--- config.mk ---
export PLATFORM = sky130hd
export DESIGN_NAME = adc_control_registers
export DESIGN_NICKNAME = d
export VERILOG_FILES = /design/src/adc_pkg.sv /design/src/tad_timer.sv /design/src/result_formatter.sv /design/src/adc_control_registers.sv
export VERILOG_INCLUDE_DIRS = /design/src
export SDC_FILE = /design/constraint.sdc
export NUM_CORES = 1
export LEC_CHECK = 0
export ABC_AREA = 1
export BUFFER_PORTS_ARGS = -buffer_cell sky130_fd_sc_hd__buf_2
export CAP_MARGIN = 10
export CORE_UTILIZATION = 46
export CTS_CLUSTER_DIAMETER = 120
export DETAILED_ROUTE_END_ITERATION = 6
export PLACE_DENSITY = 0.75
export SYNTH_ARGS = -nofsm -noshare
export SYNTH_HDL_FRONTEND = slang
export SYNTH_HIERARCHICAL = 1
export SYNTH_SLANG_ARGS = --single-unit
--- constraint.sdc ---
create_clock -name clk -period 1.9 [get_ports clk]
set_input_delay 0.19 -clock clk [delete_from_list [all_inputs] [get_ports clk]]
set_output_delay 0.19 -clock clk [all_outputs]
set_load 0.02 [all_outputs]
--- src/adc_regs.svh ---
// Operation
// RQ1: justify bit one right, zero left result
// RQ2: reference bit one external pin, zero supply
// RQ3: bit 5 of main control reads zero
// RQ4: channel field binary index, 000 to 111
// RQ5: writing go one starts conversion, reads one
// RQ6: hardware clears go when conversion finishes
// RQ7: power bit one runs converter, zero off
// RQ8: clock config at 9Fh, three-bit select field
// RQ9: completion clears go, sets flag, interrupts
// RQ10: abort keeps result, waits 2 bit periods
// RQ11: software sets go only once already powered
`ifndef ADC_REGS_SVH
`define ADC_REGS_SVH

// register indexes; byte address is index times four
`define MAIN_IDX 8'h1f
`define CLKCFG_IDX 8'h9f
`define STAT_IDX 8'h20
`define MASK_IDX 8'h21
`define RESULT_IDX 8'h22

// main control field positions
`define JUST_BIT 7
`define REF_BIT 6
`define UNUSED_BIT 5
`define CHS_HI 4
`define CHS_LO 2
`define GO_BIT 1
`define PWR_BIT 0

// clock config field positions
`define CLKSEL_HI 6
`define CLKSEL_LO 4

// status and mask bits
`define DONE_BIT 0
`define ABORT_BIT 1

// reset values
`define MAIN_RST 8'h00
`define CLKCFG_RST 3'h0
`define IRQ_RST 2'h0

// timing
`define CLK_PERIOD_NS 25
`define RC_TAD_NS 4000
`define RC_TAD_CYC ((`RC_TAD_NS + `CLK_PERIOD_NS - 1) / `CLK_PERIOD_NS)
`define ABORT_TADS 2

`endif

--- src/adc_pkg.sv ---
package adc_pkg;

	// conversion sequencing states
	typedef enum logic [1:0] {st_idle, st_convert, st_holdoff} conv_state_e;

	// controls toward the analog core
	typedef struct packed {
		logic power_on;
		logic ref_ext;
		logic [2:0] channel;
		logic start;
		logic abort;
		logic acq_start;
	} conv_ctrl_s;

	typedef logic [7:0] reg8_t;

endpackage

--- src/tad_timer.sv ---
`timescale 1ns/10ps
`include "adc_regs.svh"
module tad_timer #(
	parameter int CNT_W = 10,
	parameter int RC_CYC = `RC_TAD_CYC
) (
	input wire logic clk,
	input wire logic rst_n,
	input wire logic [2:0] clk_select,
	input wire logic arm,
	output logic busy,
	output logic fire
);
	logic [CNT_W-1:0] cnt_q;
	logic [CNT_W-1:0] load;

	// cycles in one bit period for each clock select code
	function automatic logic [CNT_W-1:0] tad_cycles(input logic [2:0] sel);
		logic [CNT_W-1:0] n;
		n = CNT_W'(RC_CYC);
		unique case (sel)
			3'h0: n = CNT_W'(2);
			3'h4: n = CNT_W'(4);
			3'h1: n = CNT_W'(8);
			3'h5: n = CNT_W'(16);
			3'h2: n = CNT_W'(32);
			3'h6: n = CNT_W'(64);
			3'h3, 3'h7: n = CNT_W'(RC_CYC);
		endcase
		return n;
	endfunction

	assign load = CNT_W'(`ABORT_TADS * tad_cycles(clk_select) - 1);

	// counts the post-abort delay down to a single fire pulse
	always_ff @(posedge clk)
	begin
		if (!rst_n)
		begin
			cnt_q <= '0;
			busy <= 1'b0;
			fire <= 1'b0;
		end
		else
		begin
			fire <= busy && cnt_q == '0;
			busy <= arm || (busy && cnt_q != '0);
			cnt_q <= arm ? load : (busy && cnt_q != '0) ? cnt_q - 1'b1 : cnt_q;
		end
	end
endmodule // tad_timer

--- src/result_formatter.sv ---
`timescale 1ns/10ps
module result_formatter #(
	parameter int RAW_W = 10,
	parameter int PAIR_W = 16
) (
	input wire logic right_justify,
	input wire logic [RAW_W-1:0] raw,
	output logic [PAIR_W-1:0] pair
);
	// place the raw result at the bottom or top of the pair
	assign pair = right_justify ? {{(PAIR_W-RAW_W){1'b0}}, raw}
		: {raw, {(PAIR_W-RAW_W){1'b0}}};
endmodule // result_formatter

--- src/adc_control_registers.sv ---
// Design decision made here: the APB interface to the registers.
`timescale 1ns/10ps
`include "adc_regs.svh"
module adc_control_registers #(
	parameter int RAW_W = 10,
	parameter int RC_CYC = `RC_TAD_CYC
) (
	input wire logic clk,
	input wire logic rst_n,
	input wire logic psel,
	input wire logic penable,
	input wire logic pwrite,
	input wire logic [11:0] paddr,
	input wire logic [31:0] pwdata,
	output logic [31:0] prdata,
	output logic pready,
	output logic pslverr,
	input wire logic conv_done,
	input wire logic [RAW_W-1:0] conv_data,
	output adc_pkg::conv_ctrl_s ctrl,
	output logic irq
);
	adc_pkg::conv_state_e state_q;
	adc_pkg::conv_state_e state_d;
	logic just_q;
	logic just_d;
	logic ref_q;
	logic ref_d;
	logic [2:0] chs_q;
	logic [2:0] chs_d;
	logic pwr_q;
	logic pwr_d;
	logic [2:0] clksel_q;
	logic [2:0] clksel_d;
	logic [1:0] stat_q;
	logic [1:0] stat_d;
	logic [1:0] mask_q;
	logic [1:0] mask_d;
	logic [15:0] result_q;
	logic [15:0] result_d;
	logic [15:0] formatted;
	logic start_d;
	logic abort_d;
	logic acq_d;
	logic acc_phase;
	logic first_acc;
	logic xfer;
	logic hit_main;
	logic hit_clk;
	logic hit_stat;
	logic hit_mask;
	logic hit_res;
	logic hit_any;
	logic wr_main;
	logic wr_clk;
	logic wr_stat;
	logic wr_mask;
	logic go_wr1;
	logic go_wr0;
	logic go_rd;
	logic done_evt;
	logic [1:0] stat_set;
	logic [1:0] stat_clr;
	adc_pkg::reg8_t main_rd;
	adc_pkg::reg8_t clk_rd;
	logic [31:0] rd_word;
	logic tad_busy;
	logic tad_fire;

	// byte address of a register index
	function automatic logic [11:0] addr_of(input logic [7:0] idx);
		return {2'h0, idx, 2'h0};
	endfunction

	// apb phases: one wait state, then completion
	assign acc_phase = psel && penable;
	assign first_acc = acc_phase && !pready;
	assign xfer = acc_phase && pready;

	// address decode
	assign hit_main = paddr == addr_of(`MAIN_IDX);
	assign hit_clk = paddr == addr_of(`CLKCFG_IDX); // [RQ8]
	assign hit_stat = paddr == addr_of(`STAT_IDX);
	assign hit_mask = paddr == addr_of(`MASK_IDX);
	assign hit_res = paddr == addr_of(`RESULT_IDX);
	assign hit_any = hit_main || hit_clk || hit_stat || hit_mask || hit_res;

	// write strobes, effective only at the completing edge
	assign wr_main = xfer && pwrite && hit_main;
	assign wr_clk = xfer && pwrite && hit_clk;
	assign wr_stat = xfer && pwrite && hit_stat;
	assign wr_mask = xfer && pwrite && hit_mask;
	assign go_wr1 = wr_main && pwdata[`GO_BIT]; // [RQ5]
	assign go_wr0 = wr_main && !pwdata[`GO_BIT];

	// go reads one only while a conversion runs
	assign go_rd = state_q == adc_pkg::st_convert; // [RQ5] [RQ6]
	assign done_evt = go_rd && conv_done;

	// read views; unimplemented positions read zero
	assign main_rd = {just_q, ref_q, 1'b0, chs_q, go_rd, pwr_q}; // [RQ3]
	assign clk_rd = {1'b0, clksel_q, 4'h0}; // [RQ8]
	assign rd_word = hit_main ? {24'h0, main_rd}
		: hit_clk ? {24'h0, clk_rd}
		: hit_stat ? {30'h0, stat_q}
		: hit_mask ? {30'h0, mask_q}
		: hit_res ? {16'h0, result_q}
		: 32'h0;

	// next values of the settings; bit 5 has no storage
	assign just_d = wr_main ? pwdata[`JUST_BIT] : just_q; // [RQ1]
	assign ref_d = wr_main ? pwdata[`REF_BIT] : ref_q; // [RQ2]
	assign chs_d = wr_main ? pwdata[`CHS_HI:`CHS_LO] : chs_q; // [RQ4]
	assign pwr_d = wr_main ? pwdata[`PWR_BIT] : pwr_q; // [RQ7]
	assign clksel_d = wr_clk ? pwdata[`CLKSEL_HI:`CLKSEL_LO] : clksel_q; // [RQ8]

	// sticky flags: set wins over write-one-to-clear
	assign stat_set = {abort_d, done_evt}; // [RQ9]
	assign stat_clr = wr_stat ? pwdata[1:0] : 2'h0;
	assign stat_d = (stat_q & ~stat_clr) | stat_set;
	assign mask_d = wr_mask ? pwdata[1:0] : mask_q;

	// only a completed conversion updates the result pair
	assign result_d = done_evt ? formatted : result_q; // [RQ10]

	result_formatter #(
		.RAW_W(RAW_W),
		.PAIR_W(16)
	) u_fmt (
		.right_justify(just_q), // [RQ1]
		.raw(conv_data),
		.pair(formatted)
	);

	tad_timer #(
		.CNT_W(10),
		.RC_CYC(RC_CYC)
	) u_tad (
		.clk(clk),
		.rst_n(rst_n),
		.clk_select(clksel_q),
		.arm(abort_d),
		.busy(tad_busy),
		.fire(tad_fire)
	);

	// conversion sequencing
	always_comb
	begin
		state_d = state_q;
		start_d = 1'b0;
		abort_d = 1'b0;
		acq_d = 1'b0;
		unique case (state_q)
			adc_pkg::st_idle:
				if (go_wr1 && pwr_q && pwr_d) // [RQ7] no start in a power-off write
				begin
					state_d = adc_pkg::st_convert; // [RQ5]
					start_d = 1'b1;
				end
			adc_pkg::st_convert:
				if (conv_done)
				begin
					state_d = adc_pkg::st_idle; // [RQ6] [RQ9]
				end
				else if (go_wr0 || !pwr_d)
				begin
					state_d = adc_pkg::st_holdoff; // [RQ10] [RQ7]
					abort_d = 1'b1;
				end
			adc_pkg::st_holdoff:
				if (tad_fire)
				begin
					state_d = adc_pkg::st_idle; // [RQ10]
					acq_d = 1'b1;
				end
		endcase
	end

	// settings and state
	always_ff @(posedge clk)
	begin
		if (!rst_n)
		begin
			state_q <= adc_pkg::st_idle;
			{just_q, ref_q} <= 2'h0;
			chs_q <= 3'h0;
			pwr_q <= 1'b0;
			clksel_q <= `CLKCFG_RST;
		end
		else
		begin
			state_q <= state_d;
			{just_q, ref_q} <= {just_d, ref_d};
			chs_q <= chs_d;
			pwr_q <= pwr_d;
			clksel_q <= clksel_d;
		end
	end

	// flags, result and interrupt line
	always_ff @(posedge clk)
	begin
		if (!rst_n)
		begin
			stat_q <= `IRQ_RST;
			mask_q <= `IRQ_RST;
			result_q <= 16'h0;
			irq <= 1'b0;
		end
		else
		begin
			stat_q <= stat_d;
			mask_q <= mask_d;
			result_q <= result_d;
			irq <= |(stat_d & mask_d); // [RQ9]
		end
	end

	// apb answer
	always_ff @(posedge clk)
	begin
		if (!rst_n)
		begin
			pready <= 1'b0;
			pslverr <= 1'b0;
			prdata <= 32'h0;
		end
		else
		begin
			pready <= first_acc;
			pslverr <= first_acc && !hit_any;
			prdata <= (first_acc && !pwrite) ? rd_word : prdata;
		end
	end

	// analog core controls
	always_ff @(posedge clk)
	begin
		if (!rst_n)
		begin
			ctrl <= '0;
		end
		else
		begin
			ctrl.power_on <= pwr_d; // [RQ7]
			ctrl.ref_ext <= ref_d; // [RQ2]
			ctrl.channel <= chs_d; // [RQ4]
			ctrl.start <= start_d; // [RQ5]
			ctrl.abort <= abort_d; // [RQ10]
			ctrl.acq_start <= acq_d; // [RQ10]
		end
	end

	// checks
	localparam int HOLD_MAX = 330;
endmodule // adc_control_registers

# After elaboration in Yosys (flattened, before gate mapping)
# Memory sizes are Yosys's and may differ from the RTL's. A register that Yosys moved wholly into a read port is not among the register bits.
# Cells that the tools add are included.
[op_classes] add_sub_neg=2 eq_ne=10 muxes=25 bitwise=4 n_reduce_logical=36
[op_table] operator="$mux W16" count=6
[op_table] operator="$eq A12 B8 Y1 const B" count=3
[op_table] operator="$mux W10" count=2
[op_table] operator="$sub A10 B1 Y10 const B" count=2
[op_table] operator="$logic_and A1 B1 Y1" count=17
[op_table] operator="$eq A12 B10 Y1 const B" count=1
[op_table] operator="$eq A12 B7 Y1 const B" count=1
[op_table] operator="$mux W2" count=6
[op_table] operator="$logic_not A10 Y1" count=1
[op_table] operator="$reduce_bool A10 Y1" count=1
[op_table] operator="$mux W3" count=3
[op_table] operator="$mux W1" count=7
[op_table] operator="$logic_or A1 B1 Y1" count=6
[op_table] operator="$pmux W2 S3" count=1
[op_table] operator="$logic_not A1 Y1" count=5
[op_table] operator="$and A2 B2 Y2" count=2
[op_table] operator="$reduce_and A2 Y1" count=2
[op_table] operator="$ne A3 B2 Y1 const B" count=1
[op_table] operator="$reduce_and A3 Y1" count=1
[op_table] operator="$eq A2 B1 Y1 const B" count=1
[op_table] operator="$eq A2 B2 Y1 const B" count=1
[op_table] operator="$logic_not A2 Y1" count=1
[op_table] operator="$ne A2 B1 Y1 const B" count=1
[op_table] operator="$ne A2 B2 Y1 const B" count=1
[op_table] operator="4 further kinds" count=4
[word_totals] reg_bits=81 rom_bits=56 inputBits=60 output_inout_bits=43 elab_cells=97 memories=1
[mem_list] name="(no name shown)" depth=8 width=7 read_ports=1 rd_ports_with_merged_regs=1 wr=0 line_no="tad_timer.sv:21" text="unique case (sel)"

# Logic depth before layout (Yosys ltp)
# Gate-level depths: netlist of the first run.
[depth] word_depth=13 ltp_mapped=16 ltp_nobuf=15

# Cells and area by module
# The synthesis of the first run kept the hierarchy.
[modules_own_cells] mod="adc_control_registers" n_inst=1 cells_per_inst=329 area_per_inst_um2=2471.1 seq_area_each_um2=1061.0
[modules_own_cells] mod="tad_timer" n_inst=1 cells_per_inst=133 area_per_inst_um2=790.8 seq_area_each_um2=240.2
[modules_own_cells] mod="result_formatter" n_inst=1 cells_per_inst=39 area_per_inst_um2=165.2 seq_area_each_um2=0.0

# Worst setup path after synthesis of the first run
# Ideal clock, no wire load.
[synth_timing] kind="reg-to-reg" from="register pready" to="register u_tad.cnt_q[6]" t_arrival_ps=1918 required_ps=1830 path_slack_ps=-87 path_stages_with_launch=15 synth_period_minus_slack_ps=1987 cell_sequence="dfxtp_1 nand2_1 nor2_1 nand3_4 inv_6 nand3_1 nand3_1 inv_1 clkbuf_2 inv_1 buf_2 nand3_1 nand2_1 nand2_1 a21oi_1"
[synth_via] elab_chain_cells=10 elab_cells_between_ends=12 cone_classes="mux: 5; reduce/logical: 7"
[synth_lines] element="start: declaration" line_no="adc_control_registers.sv:16" text="output logic pready,"
[synth_lines] element="start signal: assignment" line_no="adc_control_registers.sv:231" text="pready <= first_acc;"
[synth_lines] element="$logic_and A1 B1 Y1 (*)" line_no="adc_control_registers.sv:78" text="assign xfer = acc_phase && pready;"
[synth_lines] element="$logic_and A1 B1 Y1 (*) (2 in series)" line_no="adc_control_registers.sv:89" text="assign wr_main = xfer && pwrite && hit_main;"
[synth_lines] element="$mux W1" line_no="adc_control_registers.sv:114" text="assign pwr_d = wr_main ? pwdata[`PWR_BIT] : pwr_q;"
[synth_lines] element="$logic_not A1 Y1" line_no="adc_control_registers.sv:166" text="else if (go_wr0 || !pwr_d)"
[synth_lines] element="$logic_or A1 B1 Y1 (*)" line_no="adc_control_registers.sv:166"
[synth_lines] element="$mux W1 (*)" line_no="adc_control_registers.sv:166"
[synth_lines] element="$mux W1 (*)" line_no="adc_control_registers.sv:162" text="if (conv_done)"
[synth_lines] element="$mux W1 (*)" line_no="adc_control_registers.sv:154" text="unique case (state_q)"
[synth_lines] element="named net abort_d" line_no="adc_control_registers.sv:43" text="logic abort_d;"
[synth_lines] element="$mux W10 / $reduce_bool A2 Y1 (equally long branches)"
[synth_lines] element="end signal: assignment" line_no="tad_timer.sv:48" text="cnt_q <= arm ? load : (busy && cnt_q != '0) ? cnt_q - 1'b1 : cnt_q;"
[synth_lines] element="end: declaration" line_no="tad_timer.sv:14" text="logic [CNT_W-1:0] cnt_q;"
# Mark *: on every way through the listed nets, which the timed path passes. The rest lies on a longest branch.
# A chain may end at the register's enable or synchronous reset.

# Final worst setup path of the first run
[layout_timing] from="register pready" to="register u_tad.cnt_q[8]"
# Same word-level chain as after synthesis.

==> results of run 1 <==
metrics by stage:
| stage | worst slack, ns | hold slack [ns] |
|---|---|---|
| 5_1_grt | 0.01197 | 0.1079 |
| 2_1_floorplan | 0.05671 | 0.3104 |
| 6_report | 0.1231 | 0.09781 |
| 3_5_place_dp | -0.01229 | 0.4400 |
| 3_3_place_gp | 0.001910 | 0.4310 |
| 4_1_cts | 0.09403 | 0.08502 |
per-layer routing:
metal | track usage (%) | up-vias
met4 | 8.798 | 0
met5 | 0 | -
met3 | 5.690 | 11
met2 | 37.90 | 95
met1 | 26.18 | 1507
li1 | - | 1703
flip-flops by register name, indices dropped and copies added (netlist names):
register,flops
just_q,1
irq,1
pready,1
stat_q,2
prdata,16
ctrl,8
mask_q,2
u_tad/cnt_q,10
state_q,2
u_tad/busy,1
clksel_q,3
u_tad/fire,1
pslverr,1
result_q,16
layout make-up:
cell class	count	area, sq um
timing repair buffer	78	430.4
multi-input combinational	357	1742
fill	710	3144
clock inverter	7	100.1
clock buffer	9	123.9
inverter	62	242.7
tap	99	123.9
sequential	65	1303
timing repair inverter	1	5.005
worst max-delay path: stages (launching register included):
cell and delay, ns:
dfxtp_2 0.34, nand2_1 0.08, nor2_4 0.13, nand3_4 0.13
nand2_1 0.12, nand3_1 0.12, inv_2 0.12, clkinvlp_4 0.18
a21oi_1 0.14, o21ai_0 0.14, nand2_1 0.09, a21oi_1 0.06
final timing paths:
path                                       startpoint                          end  slack [ns]  depth (start not counted)
worst max-delay path                pready$_SDFF_PN0_  u_tad/cnt_q[8]$_SDFFE_PN0P_        0.12                         11
worst min-delay path                        pwdata[5]     clksel_q[1]$_SDFFE_PN0P_         0.1                          3
worst max register to register      pready$_SDFF_PN0_  u_tad/cnt_q[8]$_SDFFE_PN0P_        0.12                         11
worst min register to register  u_tad/fire$_SDFF_PN0_           ctrl[0]$_SDFF_PN0_        0.45                          2
kinds of logic (layout without fill, tap and decap cells):
kind of cell | after synthesis | count (layout) | share of synthesized area, %
buf+inv | 94 | 157 | 13.36
flops | 65 | 65 | 37.97
other cells | 1 | 16 | 0.1094
compound gates | 82 | 82 | 12.78
simple gates | 253 | 253 | 33.70
fa+ha+maj | 5 | 5 | 1.825
xor+xnor | 1 | 1 | 0.2556
power breakdown:
group / internal, mW / switching [mW] / total (mW)
clock network: 0.752 / 0.576 / 1.33
logic: 0.497 / 0.825 / 1.32
registers: 1.52 / 0.116 / 1.64
layout by cell type, fill, tap and decap left out, drive strengths merged, types with 2 or more instances in the layout:
| cell | instances |
|---|---|
| clkinvlp | 2 |
| conb | 16 |
| a211oi | 2 |
| nor3 | 4 |
| clkbuf | 9 |
| nand4 | 8 |
| a31oi | 3 |
| o31ai | 2 |
| nor2 | 85 |
| a21oi | 35 |
| dfxtp | 65 |
| ha | 5 |
| o21bai | 2 |
| nand2 | 122 |
| o21ai | 35 |
| inv | 63 |
| bufinv | 2 |
| o22ai | 2 |
| clkinv | 3 |
| nand3 | 30 |
| buf | 78 |
timing repair:
item                                    in CTS  in global routing
buffers inserted                             0                  2
gates resized for setup                      0                  6
hold endpoints to repair                     0                  0
hold buffers                                 0                  0
endpoints found under the setup margin       0                  8
==> run summary, run 1 <==
For the number of hold violations in the final report, the log shows 0. After detailed routing, the number of remaining DRC violations is 0. Row generation in the floorplan step produced 31 rows. The worst endpoint required time is 2.14 ns.

STA classifies the critical path endpoint as a flip-flop. The power density over the cells came out at 1054 mW/mm^2. The routed design uses 512 um of met3 wire.

The uppermost layer routed was met4. Once layout is complete, the utilization of the core stands at 56.42%. The final period demand of the worst path was 1.777 ns. For the iteration count of the initial detailed-routing pass, the log shows 4. The run finished with clean final reports.

The most used flip-flop cell after synthesis is dfxtp_1. The logs give 5990 um for the HPWL after detailed placement and 0.003807 sq mm for the total placed instance area. After floorplanning, the core was sized to cover 0.007214 sq mm. Detailed-route wire length: 8008 um.

The number of input and output port buffers inserted is 62, and the synthesis-to-finish area growth is 18.77%. The final-report max-slew violation count is 0, and the height of the chip is 88.32 um. Across the VDD grid, the largest voltage drop is 0.5169 mV. The cell type contributing the most total cell area after synthesis is dfxtp_1. After routing, the total negative slack on setup checks comes to 0 ns. The tools report the clock network latency to the later pin of the worst-skew pair as 0.35 ns. The number of DRC violations after detailed-routing iteration 0 came out at 181. The via count of the first global-routing pass is 2982, and the overall routing resource usage is 22.03%. The critical path start-end classification was flip-flop to flip-flop.

The worst setup path is launched from a flip-flop. The kind of path behind the tightest hold check was input port to flip-flop. In the synthesized netlist the async set-or-reset flop fraction comes to 0%. The share of the synthesized area in the top cell type came out at 37.97%. The routed design uses 3954 um of met2 wire. Total power for the finished layout comes to 4.291 mW. The clock passes through at most 2 buffers.

Final setup violation count: 0. The die is 88.32 um wide. A synthesized cell averages 6.840 sq um.

The post-synthesis register bit count was 65; the number of CTS-inserted buffers was 9. The number of different library cells used by synthesis comes to 41. The finished layout cell area was 0.004070 sq mm; the overall die area was 0.007800 sq mm. The post-route clock period utilization came out at 93.52%.

Most common cell in the synthesized netlist: nand2_1. The run gives 678 as the number of cells in the finished layout apart from fillers. Summed over all layers, the global routing overflow is 0.

After the last flow step, the layout net total stands at 639. The highest attainable clock frequency was 562.8 MHz; the final weighted congestion in routability-driven placement was 0.8897. After synthesis, the most frequently instantiated cells are nand2_1, nor2_1, dfxtp_1. The via count came out at 3316. The tools report the placed instance count as 659.

The synthesized netlist cell count was 501; the starting density of the core was 47.50%. The number of antenna diodes in the final layout is 0. The clock slew seen by the registers of the worst setup and hold paths came out at 0.08 ns. The synthesized design contains 0 enable-type register cells. The first global-routing pass estimated 13100 um of wire.

Cells with a size suffix above 1 make up 22.28% of the layout. For this design the static power due to leakage is 1.980 nW. The wire length on met1 was 3415 um; the detailed-route wire length per cell was 11.81 um. For this design the top-level I/O count stands at 103. TritonCTS built the clock tree.

For the final database, setup skew stands at 0.01069 ns. The H-tree was split into 3 levels. STA puts the critical path data arrival time at 2.02 ns. The Yosys step of the flow raised 6 warnings.

Setup repair after global routing left no endpoint under its margin. The mapped cell area was 0.003427 sq mm; the clock sink total was 65. Of all nets on the critical path, the largest fanout is 6. By area the synthesized netlist is led by dfxtp_1, nand2_1, nor2_1. The tool flagged a number of max-cap violations equal to 0.

Initial antenna violation count: 0. The cell sitting at the root of the clock tree is a clkbuf_8. Sequential elements use 37.97% of the synthesized area. Once detail routing completed, the nets flagged for antenna violations numbered 0. In the routed layout, each cell is associated on average with a via count of 4.891. For the maximum number of pins on one net before global-route repair, the log shows 26.
(Power assumes the default switching activity.)
==> inputs of run 2 (changes only) <==
- CORE_ASPECT_RATIO: default -> 1.25
==> run 2 against run 1 <==
  * Cell count is 1.2% lower
  * Global-route usage is 0.29 points higher
  * Critical path depth stayed put
  * Maximum frequency is 1.8% higher
  * Routed wire length is 2.1% higher
  * Cell area is 0.34% lower
  * First-iteration DRC count is 11% lower
  * Core utilization is 0.68 points higher
  * Clock skew is 0.0035 ns lower
  * Combinational power hardly changed
  * Clock power hardly changed
==> run summary, run 2 (synthesis gave the netlist of run 1 again) <==
The total overflow reported by the global router was 0 (unchanged); the final clock skew was 0.007183 ns (-0.003502 ns). Synthesis-to-finish area growth: 18.36%. The critical path goes through inv_1 -> ha_2 -> inv_1 -> nor2_1 -> nand3_1 -> inv_2 -> clkinvlp_4 -> buf_4 -> o21ai_0 -> nand2_1 -> a21oi_1.

The fraction of layout cells with a size suffix above 1 is 22.24% (-0.038 points), and the accumulated negative setup slack is 0 ns (unchanged). The tools report the via count of the first global-routing pass as 3194 (+7.1%). The final setup violation count is 0 (unchanged), and the number of max-capacitance violations reported is 0 (unchanged). The slowest cell on the critical path is dfxtp_1. The startpoint of the most critical register-to-register path was state_q[1]$_SDFFE_PN0P_. The number of cell instances on the worst register-to-register path is 11 (unchanged). The tools report the worst endpoint required time as 2.18 ns (+0.04 ns). Vias per cell: 4.885 (-0.12%). The depth of the CTS H-tree came out at 3 (unchanged). The kind of path behind the tightest hold check is input port to flip-flop. The library cells used most frequently in the layout, excluding fill and tap cells, are nand2_1, nor2_1, dfxtp_1.

Setup repair after global routing left no endpoint under its margin. The logs give 6165 um (+2.9%) for the HPWL after detailed placement and 0 (unchanged) for the number of buffers inserted by hold repair at cts. The number of input and output port buffers inserted is 62 (unchanged). The type of element capturing the critical path is a flip-flop.

For the starting density of the core, the log shows 48.24% (+0.74 points). The tools report the number of nets with antenna violations after detailed routing as 0 (unchanged). The endpoint of the most critical register-to-register path was u_tad/cnt_q[3]$_SDFFE_PN0P_. The net count of the finished layout came out at 640 (+0.16%). The run finished with clean final reports. Clock network latency to the later pin of the worst-skew pair: 0.35 ns (about the same).

The critical path starts at state_q[1]$_SDFFE_PN0P_. The via count is 3273 (-1.3%). The tools report the type of element launching the critical path as a flip-flop. The tools report the placement-stage worst setup slack as 0.01187 ns (+0.02416 ns).

The worst-case register-to-register setup slack is 0.15 ns (+0.03 ns). For hold timing, the worst endpoint is ctrl[3]$_SDFFE_PN0N_. The clock slew seen by the registers of the worst setup and hold paths was 0.07 ns (about the same). The logs give 65 (unchanged) for the clock sink total and 2 (unchanged) for the maximum clock path buffer count. The logs give 0.007104 sq mm (-1.5%) for the placeable core area and 31.0% (+0.2 points) for the power share of the combinational group.

The overall die area was 0.007801 sq mm (about the same). The largest registers in the layout are prdata x16, result_q x16, u_tad/cnt_q x10. The logs give 13670 um (+4.4%) for the first-pass GRT wire length and 2.763 mW (-0.35%) for the design internal power. The static leakage is 1.983 nW (+0.13%), and the detailed-route wire length per cell is 12.21 um (+3.4%).

The row count came out at 34 (+9.7%). The final period demand of the worst path is 1.745 ns (-0.03159 ns), and the register share of total power is 38.4% (+0.2 points). The most common cell after layout, fill and taps aside was nand2_1. For the overall routing resource usage, the log shows 22.31% (+0.29 points). The family of cells with the greatest summed delay on the critical path was buffers and inverters. The critical path start-end classification was flip-flop to flip-flop. The initial antenna violation count is 0 (unchanged). The logs give 0 (unchanged) for the number of hold violations in the final report and 8180 um (+2.1%) for the detailed-route wire length.

The startpoint identified for the worst hold timing path is pwdata[2]. The tools report the total of fill cells in the finished design as 674 (-5.1%). The logs give 2.02 ns (about the same) for the arrival time of data at the critical path endpoint and 0 (unchanged) for the final-report max-slew violation count. For the highest attainable clock frequency, the log shows 573.0 MHz (+1.8%).

Power density over the cells: 1051 mW/mm^2 (-0.34%). The area of the multi-input gates was 0.001734 sq mm (-0.43%); the top fanout value on the critical path was 6 (unchanged). The post-route clock period utilization was 91.86% (-1.7 points). The area of all sequential standard cells was 0.001303 sq mm (unchanged).

The total placed instance area is 0.003804 sq mm (about the same). The logs give 161 (-11%) for the number of DRC violations after detailed-routing iteration 0 and 30.6% (-0.4 points) for the part of the power in the clock network. The tools report the top-level I/O count as 103 (unchanged). Number of CTS-inserted buffers: 9 (unchanged).

Counting stages on the worst path, the most repeated cell is inv_1. The number of inserted diodes is 0 (unchanged). Height of the chip: 98.50 um (+12%). The iteration count of the initial detailed-routing pass is 4 (unchanged), and the net switching power figure is 1.498 mW (-1.3%). The tools report the maximum number of pins on one net before global-route repair as 23 (-12%).

The least setup slack across all paths after layout is 0.1547 ns (+0.03159 ns). The chip width was 79.20 um (-10%); the final hold slack was 0.08328 ns (-0.01453 ns). The count of buffer and inverter cells on the critical path was 5 (+3). The DRC violation count after routing was 0 (unchanged); the number of instances on the worst hold path was 3 (unchanged). The final weighted congestion in routability-driven placement came out at 0.8518 (-4.3%). The root cell of the clock tree is clkbuf_8. The finished layout cell area was 0.004056 sq mm (-0.34%); the peak per-stage delay on the critical path was 0.32 ns (-0.02 ns). The highest ir drop seen on vdd was 0.5997 mV (+16%).

TritonCTS built the clock tree. The net switching fraction of the power was 35.16% (-0.22 points).
## run 2: changes by cell type in the layout (fill, tap and decap cells not counted), sizes merged
cell	delta
inv	-3
buf	+2
clkinv	+2
## run 2: what timing repair did
item	in CTS	in global routing
endpoints found under the setup margin	0	8
buffers inserted	0	3
resized for setup	0	4
## run 2: worst register-to-register path, stage by stage (launching register included)
cell	delay, ns
dfxtp_1	0.32
inv_1	0.11
ha_2	0.23
inv_1	0.05
nor2_1	0.12
nand3_1	0.13
inv_2	0.10
clkinvlp_4	0.13
buf_4	0.18
o21ai_0	0.14
nand2_1	0.07
a21oi_1	0.12
## run 2: worst max path at each step
stage / end / slack, ns / depth (start not counted)
after floorplan: u_tad/cnt_q[6]$_SDFFE_PN0P_ / 0.06 / 14
after global placement: u_tad/cnt_q[4]$_SDFFE_PN0P_ / 0.03 / 13
after detailed placement: u_tad/cnt_q[2]$_SDFFE_PN0P_ / 0.01 / 13
after CTS: u_tad/cnt_q[2]$_SDFFE_PN0P_ / 0.08 / 12
after global routing: u_tad/cnt_q[8]$_SDFFE_PN0P_ / 0.004 / 11
final: u_tad/cnt_q[3]$_SDFFE_PN0P_ / 0.15 / 11
## run 2: power by group through the flow
stage | registers (mW) | logic [mW] | clock network [mW]
detailed placement | 1.66 | 1.30 | 0
CTS | 1.63 | 1.30 | 1.32
global route | 1.65 | 1.56 | 1.38
global placement | 1.66 | 1.26 | 0
finish | 1.64 | 1.32 | 1.30
floorplan | 1.64 | 1.04 | 0
## run 2: final cells by class
| class | count | share of cell area [%] |
|---|---|---|
| multi-input cells | 357 | 42.75 |
| clock inverters | 7 | 2.344 |
| well taps | 90 | 2.776 |
| flip-flops and latches | 65 | 32.11 |
| inverters | 62 | 5.984 |
| repair buffers | 80 | 10.98 |
| clock buffers | 9 | 3.054 |
## run 2: layer usage
layer  vias to the layer above  track usage (%)  part of all wire [%]
li1                       1705                -                     -
met1                      1487            24.83                    42
met2                        64            40.92                    53
met3                        17            4.259                   3.3
met4                         0            8.951                   2.4
met5                         -                0                     0
## run 2: through the flow
stage	std cells	util, %	total power [mW]
after floorplan	516	-	2.684
after global placement	651	53.54	2.919
after detailed placement	651	53.54	2.961
after CTS	667	56.62	4.256
after global routing	670	57.10	4.590
final	670	57.10	4.261
